File: src/rtl/pfb_pkg.sv
// Package of constants and types for the program fetch bus select block
// How it works
// - Strap low: extra ports behave as plain I/O, no bus function.
// - Strap low: every program fetch goes over the original port pair.
// - Strap high: extra ports form a multiplexed bus for program fetches only.
// - Alternate read strobe enables external program memory on the extra bus.
// - Alternate strobe pulses twice per machine cycle without data access.
// - Data access in a cycle drops the second alternate strobe pulse.
// - Data accesses never use the extra bus, always the original pair.
// - Strap high, access pin low: all fetches over extra bus, ordinary strobe idle.
// - Both high: below 2000H extra bus, 2000H and above original pair.
// - Extra bus fetch: high address byte on port 6, low byte on port 5.
// - Latch strobe pulses while low byte on port 5; opcode then sampled there.
// - Extra bus fetches use the same cycle timing as original pair fetches.
// - Port 5 register at 91H, port 6 at 0A1H, no single-bit addressing.
package pfb_pkg;

  localparam logic [7:0]  SFR_PORT5_ADDR  = 8'h91;
  localparam logic [7:0]  SFR_PORT6_ADDR  = 8'hA1;
  localparam logic [7:0]  PORT_RESET_VAL  = 8'hFF;
  localparam logic [15:0] SPLIT_ADDR      = 16'h2000;
  localparam logic [15:0] FULL_TOP_ADDR   = 16'hFFFF;

  // Machine cycle phases, one per core clock enable
  localparam logic [3:0]  PHASES_PER_MC   = 4'hC;
  localparam logic [3:0]  PH_ALE1_ON      = 4'h0;
  localparam logic [3:0]  PH_ALE1_OFF     = 4'h2;
  localparam logic [3:0]  PH_STB1_ON      = 4'h3;
  localparam logic [3:0]  PH_STB1_OFF     = 4'h5;
  localparam logic [3:0]  PH_ALE2_ON      = 4'h6;
  localparam logic [3:0]  PH_ALE2_OFF     = 4'h8;
  localparam logic [3:0]  PH_STB2_ON      = 4'h9;
  localparam logic [3:0]  PH_STB2_OFF     = 4'hB;
  localparam logic [3:0]  PH_LAST         = 4'hB;

  // Core clock enable divider: 25 MHz down to one phase per 2 cycles
  localparam logic [3:0]  PHASE_DIV       = 4'h1;

  typedef struct packed {
    logic       wr;
    logic       rd;
    logic [7:0] addr;
    logic [7:0] wdata;
  } pfb_sfr_req_t;

  typedef struct packed {
    logic [7:0] out;
    logic [7:0] oe;
  } pfb_port_drv_t;

endpackage

File: src/rtl/pfb_sync2.sv
// Two-flop synchroniser for one pin
`timescale 1ns/100ps
module pfb_sync2
(
  // Clock and reset
  input  wire logic sys_clk_i,
  input  wire logic rst_i,
  // Pin in, synchronised out
  input  wire logic d_i,
  output logic      q_o
);

  logic meta_r;

  always_ff @(posedge sys_clk_i or posedge rst_i)
  begin
    if (rst_i)
    begin
      meta_r <= 1'b0;
      q_o    <= 1'b0;
    end
    else
    begin
      meta_r <= d_i;
      q_o    <= meta_r;
    end
  end

endmodule

File: src/rtl/pfb_fetch_select.sv
// Program fetch steering between original and extra port buses
`timescale 1ns/100ps
module pfb_fetch_select
(
  // Clock and reset
  input  wire logic                   sys_clk_i,
  input  wire logic                   rst_i,
  // Straps
  input  wire logic                   extra_bus_select_strap_i,
  input  wire logic                   external_access_select_i,
  // Core fetch side
  input  wire logic [15:0]            fetch_addr_i,
  input  wire logic                   data_access_i,
  output logic                        mc_start_o,
  output logic [7:0]                  opcode_o,
  output logic                        opcode_valid_o,
  output logic                        fetch_extra_o,
  // Core SFR side
  input  wire pfb_pkg::pfb_sfr_req_t  sfr_req_i,
  output logic [7:0]                  sfr_rdata_o,
  output logic                        sfr_hit_o,
  // Strobes
  output logic                        ale_o,
  output logic                        program_read_strobe_n_o,
  output logic                        alt_program_read_strobe_n_o,
  // Port 5
  input  wire logic [7:0]             port5_in_i,
  output logic [7:0]                  port5_out_o,
  output logic [7:0]                  port5_oe_o,
  // Port 6
  input  wire logic [7:0]             port6_in_i,
  output logic [7:0]                  port6_out_o,
  output logic [7:0]                  port6_oe_o
);

  // ****************************************
  // Pin synchronisers
  // ****************************************
  logic       strap_s;
  logic       ea_s;
  logic [7:0] p5_s;
  logic [7:0] p6_s;

  pfb_sync2 u_sync_strap
  (
    .sys_clk_i (sys_clk_i),
    .rst_i     (rst_i),
    .d_i       (extra_bus_select_strap_i),
    .q_o       (strap_s)
  );

  pfb_sync2 u_sync_ea
  (
    .sys_clk_i (sys_clk_i),
    .rst_i     (rst_i),
    .d_i       (external_access_select_i),
    .q_o       (ea_s)
  );

  for (genvar g = 0; g < 8; g++)
  begin : g_sync
    pfb_sync2 u_sync_p5
    (
      .sys_clk_i (sys_clk_i),
      .rst_i     (rst_i),
      .d_i       (port5_in_i[g]),
      .q_o       (p5_s[g])
    );
    pfb_sync2 u_sync_p6
    (
      .sys_clk_i (sys_clk_i),
      .rst_i     (rst_i),
      .d_i       (port6_in_i[g]),
      .q_o       (p6_s[g])
    );
  end

  // ****************************************
  // Phase divider and machine cycle counter
  // ****************************************
  logic [3:0] div_r;
  logic [3:0] phase_r;
  logic       ph_en;

  assign ph_en      = (div_r == pfb_pkg::PHASE_DIV);
  assign mc_start_o = ph_en && (phase_r == pfb_pkg::PH_LAST);

  always_ff @(posedge sys_clk_i or posedge rst_i)
  begin
    if (rst_i)
    begin
      div_r   <= 4'h0;
      phase_r <= 4'h0;
    end
    else
    begin
      div_r <= ph_en ? 4'h0 : div_r + 4'h1;
      if (ph_en)
        phase_r <= (phase_r == pfb_pkg::PH_LAST) ? 4'h0 : phase_r + 4'h1;
    end
  end

  // ****************************************
  // Fetch path selection
  // ****************************************
  logic bus_mode;
  logic sel_extra;
  logic sel_extra_r;
  logic dmem_r;
  logic [15:0] addr_r;

  // Strap low: extra ports stay plain I/O
  assign bus_mode  = strap_s;
  // Access pin low maps the whole space; high splits at 2000H
  assign sel_extra = bus_mode && (!ea_s || (fetch_addr_i < pfb_pkg::SPLIT_ADDR));
  assign fetch_extra_o = sel_extra_r;

  // Latch path at cycle start and before the second fetch; data-access flag once per machine cycle
  always_ff @(posedge sys_clk_i or posedge rst_i)
  begin
    if (rst_i)
    begin
      sel_extra_r <= 1'b0;
      dmem_r      <= 1'b0;
      addr_r      <= 16'h0000;
    end
    else if (mc_start_o || (ph_en && phase_r == pfb_pkg::PH_ALE2_ON - 4'h1))
    begin
      sel_extra_r <= sel_extra;
      addr_r      <= fetch_addr_i;
      if (mc_start_o)
        dmem_r <= data_access_i;
    end
  end

  // ****************************************
  // Strobe timing, shared by both buses
  // ****************************************
  logic ale_win;
  logic stb1_win;
  logic stb2_win;
  logic strobe_act;
  logic ale_r;
  logic pstb_r;
  logic astb_r;

  assign ale_win  = (phase_r >= pfb_pkg::PH_ALE1_ON && phase_r < pfb_pkg::PH_ALE1_OFF) ||
                    (!dmem_r && phase_r >= pfb_pkg::PH_ALE2_ON &&
                     phase_r < pfb_pkg::PH_ALE2_OFF);
  assign stb1_win = (phase_r >= pfb_pkg::PH_STB1_ON && phase_r < pfb_pkg::PH_STB1_OFF);
  // Second pulse dropped when the cycle carries a data access
  assign stb2_win = !dmem_r && (phase_r >= pfb_pkg::PH_STB2_ON &&
                                phase_r < pfb_pkg::PH_STB2_OFF);
  assign strobe_act = stb1_win || stb2_win;

  always_ff @(posedge sys_clk_i or posedge rst_i)
  begin
    if (rst_i)
    begin
      ale_r  <= 1'b0;
      pstb_r <= 1'b0;
      astb_r <= 1'b0;
    end
    else
    begin
      ale_r  <= ale_win;
      pstb_r <= strobe_act && !sel_extra_r;
      astb_r <= strobe_act && sel_extra_r;
    end
  end

  assign ale_o                       = ale_r;
  assign program_read_strobe_n_o     = !pstb_r;
  assign alt_program_read_strobe_n_o = !astb_r;

  // ****************************************
  // Opcode capture on port 5
  // ****************************************
  logic       op_valid_r;
  logic [7:0] op_r;
  logic       capture;

  assign capture = ph_en && sel_extra_r && astb_r &&
                   (phase_r == pfb_pkg::PH_STB1_OFF - 4'h1 ||
                    phase_r == pfb_pkg::PH_STB2_OFF - 4'h1);

  always_ff @(posedge sys_clk_i or posedge rst_i)
  begin
    if (rst_i)
    begin
      op_r       <= 8'h00;
      op_valid_r <= 1'b0;
    end
    else
    begin
      op_valid_r <= capture;
      if (capture)
        op_r <= p5_s;
    end
  end

  assign opcode_o       = op_r;
  assign opcode_valid_o = op_valid_r;

  // ****************************************
  // Port registers, byte access only
  // ****************************************
  logic [7:0] p5_reg_r;
  logic [7:0] p6_reg_r;
  logic       hit5;
  logic       hit6;

  assign hit5      = (sfr_req_i.addr == pfb_pkg::SFR_PORT5_ADDR);
  assign hit6      = (sfr_req_i.addr == pfb_pkg::SFR_PORT6_ADDR);
  assign sfr_hit_o = hit5 || hit6;

  always_ff @(posedge sys_clk_i or posedge rst_i)
  begin
    if (rst_i)
    begin
      p5_reg_r    <= pfb_pkg::PORT_RESET_VAL;
      p6_reg_r    <= pfb_pkg::PORT_RESET_VAL;
      sfr_rdata_o <= 8'h00;
    end
    else
    begin
      if (sfr_req_i.wr && hit5)
        p5_reg_r <= sfr_req_i.wdata;
      if (sfr_req_i.wr && hit6)
        p6_reg_r <= sfr_req_i.wdata;
      // Reads return pin levels, as on a plain port
      sfr_rdata_o <= (sfr_req_i.rd && hit5) ? p5_s :
                     (sfr_req_i.rd && hit6) ? p6_s : 8'h00;
    end
  end

  // ****************************************
  // Port drive: bus or quasi-bidirectional I/O
  // ****************************************
  logic addr_phase;
  logic [7:0] p5_out_nxt;
  logic [7:0] p5_oe_nxt;
  logic [7:0] p6_out_nxt;
  logic [7:0] p6_oe_nxt;
  logic       bus_drive;

  assign addr_phase = ale_win ||
                      (phase_r == pfb_pkg::PH_ALE1_OFF) ||
                      (phase_r == pfb_pkg::PH_ALE2_OFF);
  // Path latch already holds the strap; drive follows the strobe path
  assign bus_drive  = sel_extra_r;

  // Address low on port 5 while latched, then released for opcode
  assign p5_out_nxt = bus_drive ? addr_r[7:0] : p5_reg_r;
  assign p5_oe_nxt  = bus_drive ? {8{addr_phase}} : ~p5_reg_r;
  assign p6_out_nxt = bus_drive ? addr_r[15:8] : p6_reg_r;
  assign p6_oe_nxt  = bus_drive ? 8'hFF : ~p6_reg_r;

  always_ff @(posedge sys_clk_i or posedge rst_i)
  begin
    if (rst_i)
    begin
      port5_out_o <= pfb_pkg::PORT_RESET_VAL;
      port5_oe_o  <= 8'h00;
      port6_out_o <= pfb_pkg::PORT_RESET_VAL;
      port6_oe_o  <= 8'h00;
    end
    else
    begin
      port5_out_o <= p5_out_nxt;
      port5_oe_o  <= p5_oe_nxt;
      port6_out_o <= p6_out_nxt;
      port6_oe_o  <= p6_oe_nxt;
    end
  end

endmodule

File: config.mk
export PLATFORM = sky130hd
export DESIGN_NAME = pfb_fetch_select
export DESIGN_NICKNAME = d
export VERILOG_FILES = /design/src/rtl/pfb_pkg.sv /design/src/rtl/pfb_sync2.sv /design/src/rtl/pfb_fetch_select.sv
export SDC_FILE = /design/constraint.sdc
export NUM_CORES = 1
export LEC_CHECK = 0
export ABC_AREA = 1
export BUFFER_PORTS_ARGS = -buffer_cell sky130_fd_sc_hd__buf_2
export CAP_MARGIN = 0
export CORE_AREA = 2 2 98 100
export CTS_BUF_LIST = sky130_fd_sc_hd__clkbuf_4 sky130_fd_sc_hd__clkbuf_8
export CTS_CLUSTER_SIZE = 12
export DETAILED_ROUTE_END_ITERATION = 10
export DIE_AREA = 0 0 100 102
export GPL_TIMING_DRIVEN = 0
export PLACE_DENSITY = 0.91
export SKIP_CTS_REPAIR_TIMING = 1
export SLEW_MARGIN = 20
export SYNTH_ARGS = -nofsm -noshare
export SYNTH_HDL_FRONTEND = slang
export SYNTH_HIERARCHICAL = 1
export SYNTH_SLANG_ARGS = --single-unit
File: constraint.sdc
create_clock -name sys_clk_i -period 8.41 [get_ports sys_clk_i]
set_input_delay 0.841 -clock sys_clk_i [delete_from_list [all_inputs] [get_ports sys_clk_i]]
set_output_delay 0.841 -clock sys_clk_i [all_outputs]
set_load 0.03 [all_outputs]
Yosys cells after proc, flatten, opt, wreduce, memory -nomap -nowiden
Cells that the tools add are included.
W data, S select, Z words.
{"block": "op_classes", "addsub": 2, "magnitude_cmp": 9, "n_eq_ne": 9, "muxes": 8, "bitwise": 2, "reduce_logical": 32}
{"cell": "$mux W8", "count": 6}
{"cell": "$logic_and A1 B1 Y1", "count": 18}
{"cell": "$eq A8 B8 Y1 const B", "count": 2}
{"cell": "$lt A16 B14 Y1 const B", "count": 1}
{"cell": "$not A8 Y8", "count": 2}
{"cell": "$eq A4 B4 Y1 const B", "count": 3}
{"cell": "$add A4 B1 Y4 const B", "count": 2}
{"cell": "$eq A4 B3 Y1 const B", "count": 2}
{"cell": "$logic_or A1 B1 Y1", "count": 8}
{"cell": "$lt A4 B4 Y1 const B", "count": 2}
{"cell": "$mux W4", "count": 2}
{"cell": "$logic_not A1 Y1", "count": 5}
{"cell": "$eq A4 B1 Y1 const B", "count": 1}
{"cell": "$eq A4 B2 Y1 const B", "count": 1}
{"cell": "$ge A4 B1 Y1 const B", "count": 1}
{"cell": "$ge A4 B2 Y1 const B", "count": 1}
{"cell": "$ge A4 B3 Y1 const B", "count": 1}
{"cell": "$ge A4 B4 Y1 const B", "count": 1}
{"cell": "$lt A4 B2 Y1 const B", "count": 1}
{"cell": "$lt A4 B3 Y1 const B", "count": 1}
{"cell": "$reduce_and A2 Y1", "count": 1}
{"block": "totals", "regBits": 130, "input_bits": 55, "out_inout_bits": 55}

Depth between registers and ports, before layout
Gate-level depths: netlist of the first run.
{"block": "logic_depth", "ltp_word": 7, "mapped_depth": 9}

Hierarchy
Netlist of the first run, hierarchy kept.
{"module": "pfb_fetch_select", "n_inst": 1, "cells_per_inst": 444, "area_each_um2": 3943.8, "seq_area_each_um2": 2392.3}
{"module": "pfb_sync2", "n_inst": 18, "cells_per_inst": 3, "area_each_um2": 53.8, "seq_area_each_um2": 50.0}

Worst setup path before layout of the first run
Ideal clock, no wire load.
{"block": "synth_path", "path_kind": "input to output", "startpoint": "in sfr_req_i[9] in the netlist's numbering", "endpoint": "out sfr_hit_o", "arrival_time_ps": 1407, "t_required_ps": 7569, "path_slack_ps": 6162, "path_stages": 5, "path_buffers": 0, "path_cell_list": "inv_1 -> nand2_1 -> nor2_2 -> nand2_1 -> nand2_1"}
{"block": "synth_via", "elab_chain_cells": 2, "elab_cells_between_ends": 3}
{"item": "from (decl)", "line_no": "pfb_fetch_select.sv:19", "text": "input wire pfb_pkg::pfb_sfr_req_t sfr_req_i,"}
{"item": "$eq A8 B8 Y1 (on tied branches)", "line_no": "pfb_fetch_select.sv:213, pfb_fetch_select.sv:214"}
{"item": "$logic_or A1 B1 Y1 *", "line_no": "pfb_fetch_select.sv:215", "text": "assign sfr_hit_o = hit5 || hit6;"}
{"item": "to (decl)", "line_no": "pfb_fetch_select.sv:21", "text": "output logic sfr_hit_o,"}
Mark *: on every way between the ends. The rest lies on a longest branch, timed or not.

Worst setup path in the final report of the first run
{"block": "layout_path", "startpoint": "reg phase_r[1]", "endpoint": "out mc_start_o"}
{"block": "layout_via", "elab_chain_cells": 2}
{"item": "from (decl)", "line_no": "pfb_fetch_select.sv:82", "text": "logic [3:0] phase_r;"}
{"item": "from (signal assigned)", "line_no": "pfb_fetch_select.sv:99", "text": "phase_r <= (phase_r == pfb_pkg::PH_LAST) ? 4'h0 : phase_r + 4'h1;"}
{"item": "$eq A4 B4 Y1", "line_no": "pfb_fetch_select.sv:86", "text": "assign mc_start_o = ph_en && (phase_r == pfb_pkg::PH_LAST);"}
{"item": "$logic_and A1 B1 Y1", "line_no": "pfb_fetch_select.sv:86"}
{"item": "to (decl)", "line_no": "pfb_fetch_select.sv:14", "text": "output logic mc_start_o,"}
Every way passes these cells.

==> reports/metrics.csv, run 1 <==
stage,metric,value,unit
timing,slew_violations,0,
layout,layout.cells.non_filler,751,
die,ios,110,
power,p_per_area,218,nW/um^2
layout,nFillCells,678,
logic_synthesis,syn_area,4910,um^2
logic_synthesis,netlist_instances,498,
logic_synthesis,avgSynthCellArea,9.86,um^2
timing,fmaxAchievable,381,MHz
worst_setup_path,arrival,1.78,ns
worst_setup_path,startpoint,phase_r[1]$_DFFE_PP0N_,
timing,fin_skew,0.00873,ns
layout,regArea,3290,um^2
place,gp_congestion,0.821,
drt,post_drt_wl_per_cell,14.4,um
drt,avgViaCountPerCell,4.95,
layout,final_area,6030,um^2
power,p_total,1.31,mW
die,die_height,102,um
place,placed_area,5620,um^2
clock_network,clkLatencyLatePin,0.43,ns
logic_synthesis,synthTopCellsByArea,"dfrtp_1 (50%), dfstp_2 (17%), nand2_1 (13%)",
logic_synthesis,yosysTopAreaCell,dfrtp_1,
logic_synthesis,ys_types,28,
timing,rsz0062_at_grt,no,
timing,tightest_slew,0.684,ns
worst_setup_path,path_depth,6,
worst_setup_path,cpLargestDelayFamily,flip-flops,
layout,n_antenna_cell,0,
drt,antenna_left,0,
worst_setup_path,end_kind,output pin,
worst_setup_path,path_buf_inv,3,
drt,drc,0,
drt,first_pass_iters,5,
grt,gr-total-overflow,0,
timing,tns,0,ns
timing,relSlewSlack,0.544,
job,max-cap-violations,0,
clock_network,cts_tree,yes,
worst_setup_path,cpPeakStageDelay,0.42,ns
worst_setup_path,crit_path_start_kind,flop,
grt,antenna_found_initial,0,
clock_network,cts.sinks,130,
drt,vias,3714,
worst_setup_path,path_class,flop to output pin,
worst_setup_path,crit_fanout,10,
logic_synthesis,synth_seq_area_share,0.670,
clock_network,clk_root_buffer_cell,clkbuf_8,
worst_setup_path,critPathSlowestCell,dfrtp_1,
layout,nets,687,
logic_synthesis,ys_seq_elements,130,
timing,final-setup-viol-count,0,
layout,final_core_util,0.662,
drt,finalWirelength,10800,um
place,portBuffers,109,
place,place_hpwl,7940,um
worst_setup_path,rr_worst_depth,8,
grt,grt_util_all_layers,0.224,
layout,multi_input_area,1300,um^2
die,core-area,9110,um^2
power,leakage,3.24,nW
timing,layout_min_cycle_time,2.62,ns
die,rows,35,
grt,grt_first_pass_wirelength,17200,um
clock_network,clockBufferDepth,2,
timing,hold_violations,0,
timing,post-route-period-util,0.312,
worst_hold_path,hold_depth,0,
layout,layout_common_cells,"nand2_1 (170), buf_2 (112), dfrtp_1 (98)",
grt,grt_pass1_vias,3764,
worst_hold_path,hp-class,flop to flop,
logic_synthesis,syn_nets,558,
clock_network,clk_pin_slew_worst_paths,0.08,ns
die,die_area,10200,um^2
layout,syn_to_final_growth,22.7,%
die,start_util,0.539,
layout,final_common_cell,nand2_1,
worst_setup_path,critPathRequiredTime,7.57,ns
layout,drive_above_1_share,0.313,
power,peakVddDrop,0.000210,V
grt,grt_max_degree,58,
logic_synthesis,synth_warnings,6,
clock_network,htreeDepth,4,
place,dp.cells,719,
worst_hold_path,min_from,u_sync_ea/meta_r$_DFF_PP0_,
worst_setup_path,crit_top_cell,inv_1,
clock_network,cts-buffers-inserted,17,
logic_synthesis,yosysTopAreaCellShare,0.499,
drt,drtIter0Drc,179,
die,die_w,100,um
status,status,finished clean,
worst_setup_path,reg2reg_from,phase_r[1]$_DFFE_PP0N_,
worst_setup_path,worstPathCellList,ha_1 > inv_1 > nor2_2 > nand2_4 > inv_1 > buf_2,
-- worst paths after layout --
| path | end | slack (ns) |
|---|---|---|
| min | u_sync_ea/q_o$_DFF_PP0_ | 0.35 |
| max | mc_start_o | 5.79 |
| min in group asynchronous | g_sync[2].u_sync_p5/meta_r$_DFF_PP0_ | 0.43 |
| max in group asynchronous | port6_out_o[3]$_DFF_PP1_ | 7.01 |
| max reg2reg | addr_r[5]$_DFFE_PP0P_ | 6.70 |
| min reg2reg | u_sync_ea/q_o$_DFF_PP0_ | 0.35 |
-- layout make-up --
cell class | count | share of cell area
Sequential cell | 130 | 0.547
Multi-Input combinational cell | 287 | 0.215
Timing Repair Buffer | 110 | 0.0939
Inverter | 74 | 0.0465
Clock buffer | 18 | 0.0401
Clock inverter | 14 | 0.0274
Tap cell | 111 | 0.0230
Buffer | 7 | 0.00748
-- cell families after synthesis --
family | count (synthesis) | share of synthesized area
flops | 130 | 0.670
compound gates | 19 | 0.0204
xor+xnor | 2 | 0.00357
fa+ha+maj | 5 | 0.0127
buf+inv | 81 | 0.0657
simple gates | 261 | 0.227
-- layer usage --
layer  vias up  global-route usage  share of wire
met5         -                   0              0
met4         0              0.0875          0.020
met3        22              0.0554          0.069
met2       169               0.398           0.53
met1      1774               0.265           0.38
li1       1749                   -              -
-- flip-flops by register name, indices dropped and copies added (netlist names), 4 cells and up --
name	flops
addr_r	16
div_r	4
g_sync.u_sync_p5/meta_r	8
g_sync.u_sync_p5/q_o	8
g_sync.u_sync_p6/meta_r	8
g_sync.u_sync_p6/q_o	8
opcode_o	8
p5_reg_r	8
p6_reg_r	8
phase_r	4
port5_oe_o	8
port5_out_o	8
port6_oe_o	8
port6_out_o	8
sfr_rdata_o	8
-- synth_stat cells, drive strengths merged --
library cell and n:
a21boi 1, a21oi 4, buf 6, clkbuf 1, clkinv 1, dfrtp 98
dfstp 32, ha 5, inv 73, nand2 176, nand3 33, nor2 52
o21ai 13, o21bai 1, xnor2 1, xor2 1
-- stage by stage --
stage / setup slack, ns / hold slack (ns)
final: 5.79 / 0.352
after global routing: 5.67 / 0.355
after CTS: 5.78 / 0.351
after detailed placement: 5.92 / 0.335
after global placement: 4.15 / 0.332
after floorplan: 5.17 / 0.331
-- power breakdown --
group          switching (mW)  internal (mW)  total (mW)
registers              0.0133          0.661       0.674
logic                  0.0723         0.0313       0.104
clock network           0.260          0.277       0.536
total                   0.345          0.968        1.31
No activity file was read; power rests on OpenSTA's default activity.
==> run 2: changes to the inputs <==
Settings changed: CORE_AREA 2 2 98 100 to 2 2 103 105, DIE_AREA 0 0 100 102 to 0 0 105 107, PLACE_DENSITY 0.91 to 0.88.
Clock period 8.41 ns to 2.3 ns, I/O delays scaled along.
==> run 2 against run 1 <==
Sequential power grew to 3.6 times the previous value. Flip-flop and latch count is the same. First-iteration DRC count grew 31%. Utilization is 2.9 points lower. Critical endpoint unchanged.
==> reports/metrics.csv, run 2 (synthesis gave the netlist of run 1 again) <==
stage,metric,value,unit,change
die,die_area,11200,um^2,+10%
grt,gr-total-overflow,0,,unchanged
worst_setup_path,rr_worst_depth,8,,unchanged
drt,finalWirelength,11200,um,+3.3%
timing,layout_setup_ws,0.304,ns,-5.48 ns
die,die_w,105,um,+5.0%
worst_setup_path,path_buf_inv,3,,unchanged
timing,post-route-period-util,0.868,,
grt,grt_pass1_vias,3808,,+1.2%
drt,vias,3824,,+3.0%
worst_setup_path,worstPathCellList,ha_1 > inv_1 > nor2_2 > nand2_4 > inv_1 > buf_2,,
job,max-cap-violations,0,,unchanged
timing,rsz0062_at_grt,no,,
place,dp_worst_setup_slack,0.709,ns,-5.21 ns
layout,final_area,6380,um^2,+6.0%
timing,layout_min_cycle_time,2.00,ns,
timing,fmaxAchievable,501,MHz,
worst_setup_path,crit_top_cell,inv_1,,
timing,final-setup-viol-count,0,,unchanged
grt,grt_max_degree,31,,-47%
clock_network,cts-buffers-inserted,17,,unchanged
worst_hold_path,hold_depth,3,,+3
worst_setup_path,cpPeakStageDelay,0.41,ns,about the same
clock_network,htreeDepth,4,,unchanged
worst_setup_path,path_depth,6,,unchanged
drt,post_drt_wl_per_cell,13.9,um,-3.6%
drt,avgViaCountPerCell,4.75,,-3.9%
layout,final_common_cell,nand2_1,,
status,status,finished clean,,
layout,largest_register,addr_r,,
power,leakage,3.37,nW,+4.2%
timing,hold_violations,0,,unchanged
worst_setup_path,arrival,1.77,ns,about the same
layout,final_core_util,0.633,,-0.0289
place,place_hpwl,7780,um,-2.0%
layout,nFillCells,788,,+16%
place,gp_congestion,0.828,,+0.83%
drt,drc,0,,unchanged
drt,first_pass_iters,6,,+1
layout,nets,716,,+4.2%
die,start_util,0.487,,-0.0526
worst_setup_path,end_kind,output pin,,
layout,multi_input_area,1300,um^2,unchanged
drt,antenna_left,0,,unchanged
worst_setup_path,crit_fanout,10,,unchanged
worst_setup_path,path_class,flop to output pin,,
clock_network,cts_tree,yes,,
layout,n_antenna_cell,0,,unchanged
timing,slew_violations,0,,unchanged
layout,layout_common_cells,"nand2_1 (170), buf_2 (112), dfrtp_1 (98)",,
timing,tns,0,ns,unchanged
grt,grt_first_pass_wirelength,17800,um,+3.4%
worst_setup_path,critPathSlowestCell,dfrtp_1,,
power,peakVddDrop,0.000386,V,+84%
clock_network,clk_root_buffer_cell,clkbuf_8,,
layout,largest_reg_flops,16,,unchanged
die,rows,37,,+5.7%
clock_network,clockBufferDepth,2,,unchanged
clock_network,cts.sinks,130,,unchanged
place,placed_area,5710,um^2,+1.6%
clock_network,clk_pin_slew_worst_paths,0.08,ns,about the same
die,ios,110,,unchanged
clock_network,clkLatencyLatePin,0.43,ns,about the same
die,core-area,10100,um^2,+11%
power,p_per_area,762,nW/um^2,+250%
worst_hold_path,hp-class,primary input to flop,,
place,portBuffers,109,,unchanged
die,die_height,107,um,+4.9%
layout,drive_above_1_share,0.302,,-0.0106
layout,syn_to_final_growth,30.0,%,
worst_setup_path,critPathRequiredTime,2.07,ns,-5.50 ns
timing,tightest_slew,0.574,ns,-0.109 ns
grt,antenna_found_initial,1,,+1
worst_setup_path,cpLargestDelayFamily,flip-flops,,
layout,regArea,3290,um^2,unchanged
worst_setup_path,crit_path_start_kind,flop,,
timing,fin_skew,0.0123,ns,+0.00359 ns
timing,relSlewSlack,0.617,,+0.0729
drt,drtIter0Drc,234,,+31%
grt,grt_util_all_layers,0.207,,-0.0173
-- run 2: changes by cell type in the layout (fill, tap and decap cells not counted) --
cell | before | now
buf_16 | 0 | 2
clkinv_4 | 1 | 3
dlygate4sd3_1 | 0 | 27
inv_4 | 1 | 0
inv_6 | 8 | 7
-- run 2: where the power goes --
| group | leakage [nW] | internal (mW) | total (mW) | switching (mW) |
|---|---|---|---|---|
| registers | 1.48 | 2.42 | 2.46 | 0.0463 |
| clock network | 0.205 | 1.01 | 1.98 | 0.965 |
| logic | 1.69 | 0.154 | 0.425 | 0.271 |
-- run 2: worst paths after layout --
path	end	slack, ns	start
min reg2reg	g_sync[7].u_sync_p5/q_o$_DFF_PP0_	0.35	g_sync[7].u_sync_p5/meta_r$_DFF_PP0_
max	mc_start_o	0.30	phase_r[1]$_DFFE_PP0N_
max reg2reg	addr_r[7]$_DFFE_PP0P_	0.68	phase_r[1]$_DFFE_PP0N_
max in group asynchronous	p6_reg_r[3]$_DFFE_PP1P_	0.85	rst_i
min	p5_reg_r[1]$_DFFE_PP1P_	0.003	sfr_req_i[1]
min in group asynchronous	g_sync[0].u_sync_p5/meta_r$_DFF_PP0_	0.37	rst_i
-- run 2: cell type report --
class	count	share of cell area
clock inverters	14	0.0261
inverters	74	0.0441
plain buffers	7	0.00705
repair buffers	139	0.140
multi-input cells	287	0.203
flip-flops and latches	130	0.516
well taps	136	0.0267
clock buffers	18	0.0378
-- run 2: through the flow --
| step | cells | power (mW) | hold WS [ns] |
|---|---|---|---|
| 4_1_cts | 778 | 4.86 | -0.219 |
| 5_1_grt | 805 | 5.07 | -0.0165 |
| 6_report | 805 | 4.86 | 0.00309 |
| 3_3_place_gp | 743 | 2.86 | 0.255 |
| 2_1_floorplan | 498 | 2.72 | -0.0288 |
| 3_5_place_dp | 746 | 2.89 | 0.262 |
-- run 2: tightest hold or removal path, stage by stage --
cell,delay (ns)
buf_2,0.11
nand2_1,0.05
nand2_1,0.05
-- run 2: routing by layer --
layer / wire length (um) / share of wire / vias to the layer above / global-route usage
met5: 7 / 0.00062 / - / 0
met2: 5680 / 0.51 / 159 / 0.341
met4: 312 / 0.028 / 2 / 0.0971
met1: 4520 / 0.40 / 1813 / 0.244
li1: - / - / 1816 / -
met3: 690 / 0.062 / 34 / 0.0723
